<file path="src/shared/rdsc_cfg.svh">
`ifndef RDSC_CFG_SVH
`define RDSC_CFG_SVH

// strap level codes (five-level pin, already digitised)
`define RDSC_LVL_OPEN      3'h0
`define RDSC_LVL_GND       3'h1
`define RDSC_LVL_VDD       3'h2
`define RDSC_LVL_PD        3'h3
`define RDSC_LVL_PU        3'h4

// equalizer gain, tenths of dB
`define RDSC_EQ_OPEN       8'h2d
`define RDSC_EQ_GND        8'h4b
`define RDSC_EQ_VDD        8'h5a
`define RDSC_EQ_PD         8'h3c
`define RDSC_EQ_PU         8'h96
`define RDSC_EQ_STEP       8'h0f
`define RDSC_EQ_STRAP_CODE 5'h18
`define RDSC_EQ_RST        5'h18

// de-emphasis magnitude, tenths of dB
`define RDSC_DE_0          8'h00
`define RDSC_DE_35         8'h23
`define RDSC_DE_60         8'h3c
`define RDSC_DE_95         8'h5f
`define RDSC_DE_STRAP_BIT  2
`define RDSC_DE_RST        3'h4

// output swing, mV
`define RDSC_OS_OPEN       12'h3e8
`define RDSC_OS_GND        12'h352
`define RDSC_OS_VDD        12'h44c
`define RDSC_OS_PD         12'h190
`define RDSC_OS_PU         12'h258
`define RDSC_OS_STEP       12'h032
`define RDSC_OS_MAX_CODE   5'h18
`define RDSC_OS_RST        5'h00

// threshold, mV
`define RDSC_TH_OPEN       8'h4b
`define RDSC_TH_GND        8'h64
`define RDSC_TH_VDD        8'h7d
`define RDSC_TH_PD         8'h96
`define RDSC_TH_PU         8'haf
`define RDSC_TH_BASE       8'h4b
`define RDSC_TH_STEP       8'h19
`define RDSC_TH_STRAP_BIT  3
`define RDSC_TH_RST        4'h8

`endif

</file>
<file path="src/shared/rdsc_pkg.sv">
package rdsc_pkg;
   typedef enum logic [1:0] {
      RDSC_ST_WAIT   = 2'b00,
      RDSC_ST_SAMPLE = 2'b01,
      RDSC_ST_RUN    = 2'b11
   } rdsc_state_t;
endpackage

</file>
<file path="src/logic/rdsc_top.sv">
// Notes on behaviour
// eq strap decodes to five receive gains
// de-emphasis strap decodes to four levels, GND and PU both 6.0 dB
// swing strap decodes to five swings
// one threshold strap serves both channels
// below threshold squelch, above redrive
// straps sampled once after power-on
// registers keep own defaults, not straps
// register values override strap settings
// host must program all registers
// host writes only after power-on
// de-emphasis codes 0-3 set, 4-7 strap
// swing 50 mV times code, 0 strap
// threshold codes 0-7 set, 8-15 strap
// eq code 0x18 gives strap control
// latched straps stable until next reset
`timescale 1ns/1ps
`default_nettype none
`include "rdsc_cfg.svh"
module rdsc_top
(
   // clock and reset
   input  wire logic        clk,
   input  wire logic        nrst,
   // strap pins, digitised five-level codes
   input  wire logic [2:0]  chan_a_eq_strap,
   input  wire logic [2:0]  chan_b_eq_strap,
   input  wire logic [2:0]  chan_a_deemph_strap,
   input  wire logic [2:0]  chan_b_deemph_strap,
   input  wire logic [2:0]  chan_a_swing_strap,
   input  wire logic [2:0]  chan_b_swing_strap,
   input  wire logic [2:0]  input_threshold_strap,
   // programmed register fields
   input  wire logic        reg_wr,
   input  wire logic [4:0]  reg_a_eq,
   input  wire logic [4:0]  reg_b_eq,
   input  wire logic [2:0]  reg_a_deemph,
   input  wire logic [2:0]  reg_b_deemph,
   input  wire logic [4:0]  reg_a_swing,
   input  wire logic [4:0]  reg_b_swing,
   input  wire logic [3:0]  reg_a_thresh,
   input  wire logic [3:0]  reg_b_thresh,
   // measured input level per channel, mV
   input  wire logic [7:0]  chan_a_level,
   input  wire logic [7:0]  chan_b_level,
   // resulting settings
   output logic             straps_valid,
   output logic [7:0]       chan_a_eq_gain,
   output logic [7:0]       chan_b_eq_gain,
   output logic [7:0]       chan_a_deemph,
   output logic [7:0]       chan_b_deemph,
   output logic [11:0]      chan_a_swing,
   output logic [11:0]      chan_b_swing,
   output logic [7:0]       chan_a_thresh,
   output logic [7:0]       chan_b_thresh,
   output logic             chan_a_squelch,
   output logic             chan_b_squelch
);

   // ---------------------------------------------
   // decode functions
   // ---------------------------------------------
   function automatic logic [7:0] eq_dec(input logic [2:0] l);
      case (l)
         `RDSC_LVL_GND: eq_dec = `RDSC_EQ_GND;
         `RDSC_LVL_VDD: eq_dec = `RDSC_EQ_VDD;
         `RDSC_LVL_PD:  eq_dec = `RDSC_EQ_PD;
         `RDSC_LVL_PU:  eq_dec = `RDSC_EQ_PU;
         default:       eq_dec = `RDSC_EQ_OPEN;
      endcase
   endfunction

   function automatic logic [7:0] de_dec(input logic [2:0] l);
      case (l)
         `RDSC_LVL_GND: de_dec = `RDSC_DE_60;
         `RDSC_LVL_VDD: de_dec = `RDSC_DE_95;
         `RDSC_LVL_PD:  de_dec = `RDSC_DE_0;
         `RDSC_LVL_PU:  de_dec = `RDSC_DE_60;
         default:       de_dec = `RDSC_DE_35;
      endcase
   endfunction

   function automatic logic [11:0] os_dec(input logic [2:0] l);
      case (l)
         `RDSC_LVL_GND: os_dec = `RDSC_OS_GND;
         `RDSC_LVL_VDD: os_dec = `RDSC_OS_VDD;
         `RDSC_LVL_PD:  os_dec = `RDSC_OS_PD;
         `RDSC_LVL_PU:  os_dec = `RDSC_OS_PU;
         default:       os_dec = `RDSC_OS_OPEN;
      endcase
   endfunction

   function automatic logic [7:0] th_dec(input logic [2:0] l);
      case (l)
         `RDSC_LVL_GND: th_dec = `RDSC_TH_GND;
         `RDSC_LVL_VDD: th_dec = `RDSC_TH_VDD;
         `RDSC_LVL_PD:  th_dec = `RDSC_TH_PD;
         `RDSC_LVL_PU:  th_dec = `RDSC_TH_PU;
         default:       th_dec = `RDSC_TH_OPEN;
      endcase
   endfunction

   // register code over strap value, eq gain in 1.5 dB steps
   function automatic logic [7:0] eq_sel(input logic [4:0] c, input logic [7:0] s);
      if (c == `RDSC_EQ_STRAP_CODE)
         eq_sel = s;
      else
         eq_sel = 8'(c * `RDSC_EQ_STEP);
   endfunction

   function automatic logic [7:0] de_sel(input logic [2:0] c, input logic [7:0] s);
      if (c[`RDSC_DE_STRAP_BIT])
         de_sel = s;
      else
         case (c[1:0])
            2'h0:    de_sel = `RDSC_DE_0;
            2'h1:    de_sel = `RDSC_DE_35;
            2'h2:    de_sel = `RDSC_DE_60;
            default: de_sel = `RDSC_DE_95;
         endcase
   endfunction

   // codes above 24 are not defined; treated as strap control
   function automatic logic [11:0] os_sel(input logic [4:0] c, input logic [11:0] s);
      if (c == `RDSC_OS_RST || c > `RDSC_OS_MAX_CODE)
         os_sel = s;
      else
         os_sel = 12'(c * `RDSC_OS_STEP);
   endfunction

   function automatic logic [7:0] th_sel(input logic [3:0] c, input logic [7:0] s);
      if (c[`RDSC_TH_STRAP_BIT])
         th_sel = s;
      else
         th_sel = 8'(`RDSC_TH_BASE + c[2:0] * `RDSC_TH_STEP);
   endfunction

   // ---------------------------------------------
   // strap and level synchronisers
   // ---------------------------------------------
   logic [20:0] strap_s1_q, strap_s2_q;
   logic [15:0] lvl_s1_q, lvl_s2_q;
   // no reset: the chain fills while nrst is held, so sampling sees the pins
   always_ff @(posedge clk)
   begin
      strap_s1_q <= {chan_a_eq_strap, chan_b_eq_strap, chan_a_deemph_strap, chan_b_deemph_strap,
                     chan_a_swing_strap, chan_b_swing_strap, input_threshold_strap};
      strap_s2_q <= strap_s1_q;
      lvl_s1_q   <= {chan_a_level, chan_b_level};
      lvl_s2_q   <= lvl_s1_q;
   end

   // ---------------------------------------------
   // power-on sampling sequence
   // ---------------------------------------------
   rdsc_pkg::rdsc_state_t st_q;
   always_ff @(posedge clk)
   begin
      if (!nrst)
         st_q <= rdsc_pkg::RDSC_ST_WAIT;
      else
         case (st_q)
            rdsc_pkg::RDSC_ST_WAIT:   st_q <= rdsc_pkg::RDSC_ST_SAMPLE;
            rdsc_pkg::RDSC_ST_SAMPLE: st_q <= rdsc_pkg::RDSC_ST_RUN;
            rdsc_pkg::RDSC_ST_RUN:    st_q <= rdsc_pkg::RDSC_ST_RUN;
            default:                  st_q <= rdsc_pkg::RDSC_ST_WAIT;
         endcase
   end

   // latched strap decodes, taken once after the synchroniser has filled
   logic [7:0]  a_eq_s_q, b_eq_s_q, a_de_s_q, b_de_s_q, th_s_q;
   logic [11:0] a_os_s_q, b_os_s_q;

   always_ff @(posedge clk)
   begin
      if (!nrst)
      begin
         a_eq_s_q <= `RDSC_EQ_OPEN;
         b_eq_s_q <= `RDSC_EQ_OPEN;
         a_de_s_q <= `RDSC_DE_35;
         b_de_s_q <= `RDSC_DE_35;
         a_os_s_q <= `RDSC_OS_OPEN;
         b_os_s_q <= `RDSC_OS_OPEN;
         th_s_q   <= `RDSC_TH_OPEN;
      end
      else if (st_q == rdsc_pkg::RDSC_ST_SAMPLE)
      begin
         a_eq_s_q <= eq_dec(strap_s2_q[20:18]);
         b_eq_s_q <= eq_dec(strap_s2_q[17:15]);
         a_de_s_q <= de_dec(strap_s2_q[14:12]);
         b_de_s_q <= de_dec(strap_s2_q[11:9]);
         a_os_s_q <= os_dec(strap_s2_q[8:6]);
         b_os_s_q <= os_dec(strap_s2_q[5:3]);
         th_s_q   <= th_dec(strap_s2_q[2:0]);
      end
   end

   // ---------------------------------------------
   // programmed registers, own reset defaults
   // ---------------------------------------------
   logic [4:0] a_eq_r_q, b_eq_r_q, a_os_r_q, b_os_r_q;
   logic [2:0] a_de_r_q, b_de_r_q;
   logic [3:0] a_th_r_q, b_th_r_q;

   always_ff @(posedge clk)
   begin
      if (!nrst)
      begin
         a_eq_r_q <= `RDSC_EQ_RST;
         b_eq_r_q <= `RDSC_EQ_RST;
         a_de_r_q <= `RDSC_DE_RST;
         b_de_r_q <= `RDSC_DE_RST;
         a_os_r_q <= `RDSC_OS_RST;
         b_os_r_q <= `RDSC_OS_RST;
         a_th_r_q <= `RDSC_TH_RST;
         b_th_r_q <= `RDSC_TH_RST;
      end
      else if (reg_wr)
      begin
         a_eq_r_q <= reg_a_eq;
         b_eq_r_q <= reg_b_eq;
         a_de_r_q <= reg_a_deemph;
         b_de_r_q <= reg_b_deemph;
         a_os_r_q <= reg_a_swing;
         b_os_r_q <= reg_b_swing;
         a_th_r_q <= reg_a_thresh;
         b_th_r_q <= reg_b_thresh;
      end
   end

   // ---------------------------------------------
   // resolved settings and squelch
   // ---------------------------------------------
   logic [7:0] a_th_d, b_th_d;
   assign a_th_d = th_sel(a_th_r_q, th_s_q);
   assign b_th_d = th_sel(b_th_r_q, th_s_q);
   always_ff @(posedge clk)
   begin
      if (!nrst)
      begin
         straps_valid   <= 1'b0;
         chan_a_eq_gain <= `RDSC_EQ_OPEN;
         chan_b_eq_gain <= `RDSC_EQ_OPEN;
         chan_a_deemph  <= `RDSC_DE_35;
         chan_b_deemph  <= `RDSC_DE_35;
         chan_a_swing   <= `RDSC_OS_OPEN;
         chan_b_swing   <= `RDSC_OS_OPEN;
         chan_a_thresh  <= `RDSC_TH_OPEN;
         chan_b_thresh  <= `RDSC_TH_OPEN;
         chan_a_squelch <= 1'b1;
         chan_b_squelch <= 1'b1;
      end
      else
      begin
         straps_valid   <= (st_q == rdsc_pkg::RDSC_ST_RUN);
         chan_a_eq_gain <= eq_sel(a_eq_r_q, a_eq_s_q);
         chan_b_eq_gain <= eq_sel(b_eq_r_q, b_eq_s_q);
         chan_a_deemph  <= de_sel(a_de_r_q, a_de_s_q);
         chan_b_deemph  <= de_sel(b_de_r_q, b_de_s_q);
         chan_a_swing   <= os_sel(a_os_r_q, a_os_s_q);
         chan_b_swing   <= os_sel(b_os_r_q, b_os_s_q);
         chan_a_thresh  <= a_th_d;
         chan_b_thresh  <= b_th_d;
         // squelched until straps are known, then by level
         chan_a_squelch <= (st_q != rdsc_pkg::RDSC_ST_RUN) || (lvl_s2_q[15:8] < a_th_d);
         chan_b_squelch <= (st_q != rdsc_pkg::RDSC_ST_RUN) || (lvl_s2_q[7:0] < b_th_d);
      end
   end

   // ---------------------------------------------
   // checks
   // ---------------------------------------------
   squelch_a_a: assert property (@(posedge clk) disable iff (!nrst) st_q == rdsc_pkg::RDSC_ST_RUN |=>
      chan_a_squelch == ($past(lvl_s2_q[15:8]) < $past(a_th_d))) else $error("channel a squelch wrong");
   strap_hold_a: assert property (@(posedge clk) disable iff (!nrst) st_q == rdsc_pkg::RDSC_ST_RUN |=>
      $stable(th_s_q) && $stable(a_eq_s_q) && $stable(b_os_s_q)) else $error("strap latch changed");
   sample_once_a: assert property (@(posedge clk) disable iff (!nrst) $rose(straps_valid) |->
      $past(st_q, 2) == rdsc_pkg::RDSC_ST_SAMPLE) else $error("valid without sampling");
   eq_strap_a: assert property (@(posedge clk) disable iff (!nrst)
      a_eq_r_q == `RDSC_EQ_STRAP_CODE && $stable(a_eq_r_q) && $stable(a_eq_s_q) |=> chan_a_eq_gain == $past(a_eq_s_q))
      else $error("eq strap path wrong");
   de_code_a: assert property (@(posedge clk) disable iff (!nrst) a_de_r_q == 3'h3 |=>
      chan_a_deemph == `RDSC_DE_95) else $error("deemph code 3 wrong");
   de_strap_a: assert property (@(posedge clk) disable iff (!nrst) b_de_r_q[2] && $stable(b_de_s_q) |=>
      chan_b_deemph == $past(b_de_s_q)) else $error("deemph strap path wrong");
   swing_code_a: assert property (@(posedge clk) disable iff (!nrst) a_os_r_q == 5'h18 |=>
      chan_a_swing == 12'h4b0) else $error("swing code 24 wrong");
   swing_strap_a: assert property (@(posedge clk) disable iff (!nrst) b_os_r_q == 5'h00 &&
      $stable(b_os_s_q) |=> chan_b_swing == $past(b_os_s_q)) else $error("swing strap path wrong");
   thresh_code_a: assert property (@(posedge clk) disable iff (!nrst) b_th_r_q == 4'h7 |=>
      chan_b_thresh == 8'hfa) else $error("threshold code 7 wrong");
   reg_default_a: assert property (@(posedge clk) !nrst |=> a_eq_r_q == 5'h18 &&
      a_de_r_q == 3'h4 && a_os_r_q == 5'h00 && b_th_r_q == 4'h8) else $error("register default wrong");
   shared_th_a: assert property (@(posedge clk) disable iff (!nrst) a_th_r_q[3] && b_th_r_q[3] |=>
      chan_a_thresh == chan_b_thresh) else $error("shared threshold differs");

endmodule
`default_nettype wire

</file>
<file path="config.mk">
export PLATFORM = sky130hd
export DESIGN_NAME = rdsc_top
export DESIGN_NICKNAME = d
export VERILOG_FILES = /design/src/shared/rdsc_pkg.sv /design/src/logic/rdsc_top.sv
export VERILOG_INCLUDE_DIRS = /design/src /design/src/shared
export SDC_FILE = /design/constraint.sdc
export NUM_CORES = 1
export LEC_CHECK = 0
export BUFFER_PORTS_ARGS = -buffer_cell sky130_fd_sc_hd__buf_4
export CAP_MARGIN = 20
export CORE_ASPECT_RATIO = 1.2
export CORE_MARGIN = 2
export CORE_UTILIZATION = 45
export CTS_CLUSTER_SIZE = 10
export DETAILED_ROUTE_END_ITERATION = 7
export PLACE_DENSITY_LB_ADDON = 0.25
export REMOVE_ABC_BUFFERS = 1
export SLEW_MARGIN = 20
export SYNTH_ARGS = -nofsm -noshare
export SYNTH_HDL_FRONTEND = slang
export SYNTH_SLANG_ARGS = --single-unit
</file>
<file path="constraint.sdc">
create_clock -name clk -period 5.2 [get_ports clk]
set_input_delay 1.04 -clock clk [delete_from_list [all_inputs] [get_ports clk]]
set_output_delay 1.04 -clock clk [all_outputs]
set_load 0.005 [all_outputs]
</file>
==> results summary <==
The final HPWL from detailed placement came out at 13,500 um. The post-synthesis sequential element count is ~220. The number of port buffers is 142. In the layout the commonest cells are sky130_fd_sc_hd__dfxtp_1, sky130_fd_sc_hd__buf_4, sky130_fd_sc_hd__ha_1. The wire length on met3 came out at 1060 um. After layout, the minimum clock period comes to around 3 ns. Across the run, the number of max-cap violations was 0.

The overall die area came out at 0.0222 mm2. The wire length on met1 is 8060 um. The final count of hold timing violations is 0.

The highest metal layer with signal wires is met4. The post-route non-filler standard cell count came out at 1,360. The number of enable-type register cells in the synthesized netlist is 0. The first global-routing pass estimated slightly above 30,000 um of wire. The total clock buffers created by CTS is 26. The kind of capture point of the worst setup path is a flop.

The starting DRC count in detailed routing came out at 197. The routed layout has 6,730 vias. The post-synthesis sequential area ratio is approximately 47%. Clock-pin slew was measured on the worst setup and hold paths at 0.05 ns. The average size of a mapped cell came out at 9.85 um2. The total DRC errors in the routed layout came out at 0. After synthesis the cells add up to 0.00947 mm2.

The most used flip-flop cell after synthesis is sky130_fd_sc_hd__dfxtp_1. The fraction of synthesis flops using an asynchronous set or reset pin is 0%. Summed over all layers, the global routing overflow is 0. The met2 routed wirelength came out at 9720 um. The routed length per placed instance came out at 14.0 um. The worst hold path belongs to the class flop to flop. The number of nets with antenna violations after detailed routing came out at 0. Of the cells placed in the final design, the portion with a size suffix greater than 1 is 17.0%. The detailed-routing iteration count for the pre-antenna-repair pass came out at 4. The power per cell area is 356 mW/mm2. The number of standard cells after synthesis came out at 961. The floorplan row count is 58. The number of antenna violations at the first check in global routing came out at 1. The flow ran to the end, and the final reports show no timing, DRC or antenna violations. Including well taps, the total number of placed cells is 1,329. The floorplan die height is about 160 um.

For the final database, setup skew stands at 0.0137 ns. The final count of negative-setup-slack endpoints came out at 0. The clock tree buffer depth is 3. The pin count of the biggest net entering global routing is 62. The worst ir drop on vdd is 279 uV. The weighted congestion at the end of routability-driven global placement came out at between 0.8 and 0.9. For the pin with the worst max-slew slack, the measured transition is around 1.0 ns. The setup fix buffers added after clock tree synthesis is 0. The starting density of the core came out at 45.5%. The H-tree depth reported by CTS is 1. The worst endpoint required time is 5.60 ns.

The share of the clock period used by the worst path after layout is 59.2%. Gates resized during post-CTS repair numbered 0. The logic depth of the worst register-to-register path came out at 12. The final net count is 1,276. The filler cells instantiated in the layout total 1,906.

The critical path in this run is classified as flop to flop. The clock reaches the later pin of the worst-skew pair after 0.51 ns. The arrival time at the worst endpoint is 3.48 ns. The library cell used most frequently in the layout, excluding fill and tap cells, is sky130_fd_sc_hd__dfxtp_1. TritonCTS built the clock tree. Compared with the post-synthesis result, the final layout area differs by 20.0%. The area of the core is 0.0208 mm2. The highest net fanout along the worst path came out at 5. Pin placement for this block handled 149 I/O pins. The max-slew headroom at the worst pin came out at about a third.

Setup repair after global routing left no endpoint under its margin. For this run, the total global-route usage over all layers was measured as 17.2%. The count of cell types in the netlist is around 50. Summed over all cells, the static leakage comes to 5.31 nW.

The setup TNS after final layout is 0 ns. The Yosys warning count is 0. The final wirelength came out at 19,100 um.

The number of cells on the worst hold path came out at 0. The worst setup path is launched from a flop. The tree is rooted in a sky130_fd_sc_hd__clkbuf_16. The final-report max-slew violation count was 0. The highest clock frequency the design can meet is ~0.32 GHz. CTS saw 222 sinks. The via count of the first global-routing pass came to 6,515. The horizontal die dimension came out at 136 um. The number of buffers inserted for hold repair after clock tree synthesis is 0. The mean number of vias per cell is between 4 and 5.
-- worst max-delay path, cell delays in order, from the launching register on --
cell                       delay (ns)
sky130_fd_sc_hd__dfxtp_1         0.41
sky130_fd_sc_hd__inv_1           0.11
sky130_fd_sc_hd__ha_1            0.30
sky130_fd_sc_hd__inv_1           0.06
sky130_fd_sc_hd__ha_1            0.20
sky130_fd_sc_hd__ha_1            0.31
sky130_fd_sc_hd__nor2b_1         0.15
sky130_fd_sc_hd__a22o_1          0.22
sky130_fd_sc_hd__nor3b_1         0.27
sky130_fd_sc_hd__ha_1            0.30
sky130_fd_sc_hd__a21o_1          0.18
sky130_fd_sc_hd__a21o_1          0.18
sky130_fd_sc_hd__o311ai_0        0.29
-- cell type report --
cell class | count | area [um2] | share of cell area [%]
multi-input combinational | 633 | 4580 | 40.3
sequential | 222 | 4440 | 39.1
timing repair buffer | 145 | 1090 | 9.58
clock buffer | 29 | 683 | 6.01
tap | 270 | 338 | 2.97
inverter | 59 | 221 | 1.95
clock inverter | 1 | 8.76 | 0.0770
antenna | 1 | 2.50 | 0.0220
-- Yosys cell counts (all sizes together) (2+ instances only) --
master | number | area [um2]
inv | 59 | 221
ha | 99 | 1240
a211oi | 6 | 45.0
dfxtp | 222 | 4440
xnor2 | 25 | 219
mux2i | 50 | 500
nand2 | 96 | 360
nand3 | 12 | 65.1
nor3 | 6 | 30.0
nor2b | 6 | 37.5
or3 | 2 | 12.5
nor3b | 10 | 75.1
nand4 | 2 | 12.5
a31oi | 4 | 25.0
clkbuf | 28 | 105
o21ai | 48 | 240
a21o | 11 | 82.6
o31ai | 8 | 60.1
a21oi | 56 | 284
xor2 | 11 | 96.3
and3 | 5 | 36.3
o311ai | 3 | 26.3
o211ai | 22 | 165
buf | 24 | 149
nand2b | 12 | 75.1
o21bai | 2 | 15.0
nand4bb | 2 | 22.5
and3b | 4 | 35.0
fa | 16 | 320
or4 | 2 | 18.8
nor2 | 98 | 370
-- power breakdown --
part | leakage (nW) | total [mW] | internal [mW] | switching, mW
registers | 1.84 | 1.90 | 1.82 | 0.0773
clock network | 0.339 | 1.54 | 0.911 | 0.632
logic | 3.13 | 0.603 | 0.301 | 0.302
-- sequential cells by signal (all words and copies together), names as in the netlist, 9 cells and up --
signal and count:
strap_s2_q 21, chan_a_swing 10, lvl_s2_q 16, chan_b_swing 10, lvl_s1_q 16, b_os_s_q 9
strap_s1_q 21, a_os_s_q 9
-- through the flow --
stage	hold slack (ns)	utilization, %	cell area, um2	power [mW]	setup WS [ns]
floorplan	0.310	-	9240	2.30	2.35
global placement	0.310	51.2	10700	2.53	2.22
detailed placement	0.312	51.2	10700	2.54	2.10
CTS	0.322	54.5	11400	4.11	2.10
global route	0.327	54.6	11400	4.26	1.87
finish	0.317	54.6	11400	4.05	2.12
-- cells by family (layout without fill, tap and decap cells) --
group,count (synthesis),in the layout,synth area share (%)
xor+xnor,36,36,3.33
buf+inv,111,234,5.02
flops,222,222,46.9
fa+ha+maj,115,115,16.5
other cells,1,7,0.0396
mux,51,51,5.40
simple gates,259,259,12.3
compound gates,166,166,10.5
-- path summary, 6_finish.rpt --
check                                  from        endpoint  slack [ns]
worst min register to register  lvl_s1_q[8]     lvl_s2_q[8]        0.32
worst max-delay path            a_th_r_q[1]  chan_a_squelch        2.12
worst min-delay path            lvl_s1_q[8]     lvl_s2_q[8]        0.32
worst max register to register  a_th_r_q[1]  chan_a_squelch        2.12
-- per-layer routing --
layer	vias to the layer above	global-route usage, %
li1	3450	-
met5	-	0
met2	141	31.1
met3	25	3.39
met4	0	4.02
met1	3114	20.8
No activity file was read; power rests on OpenSTA's default activity.
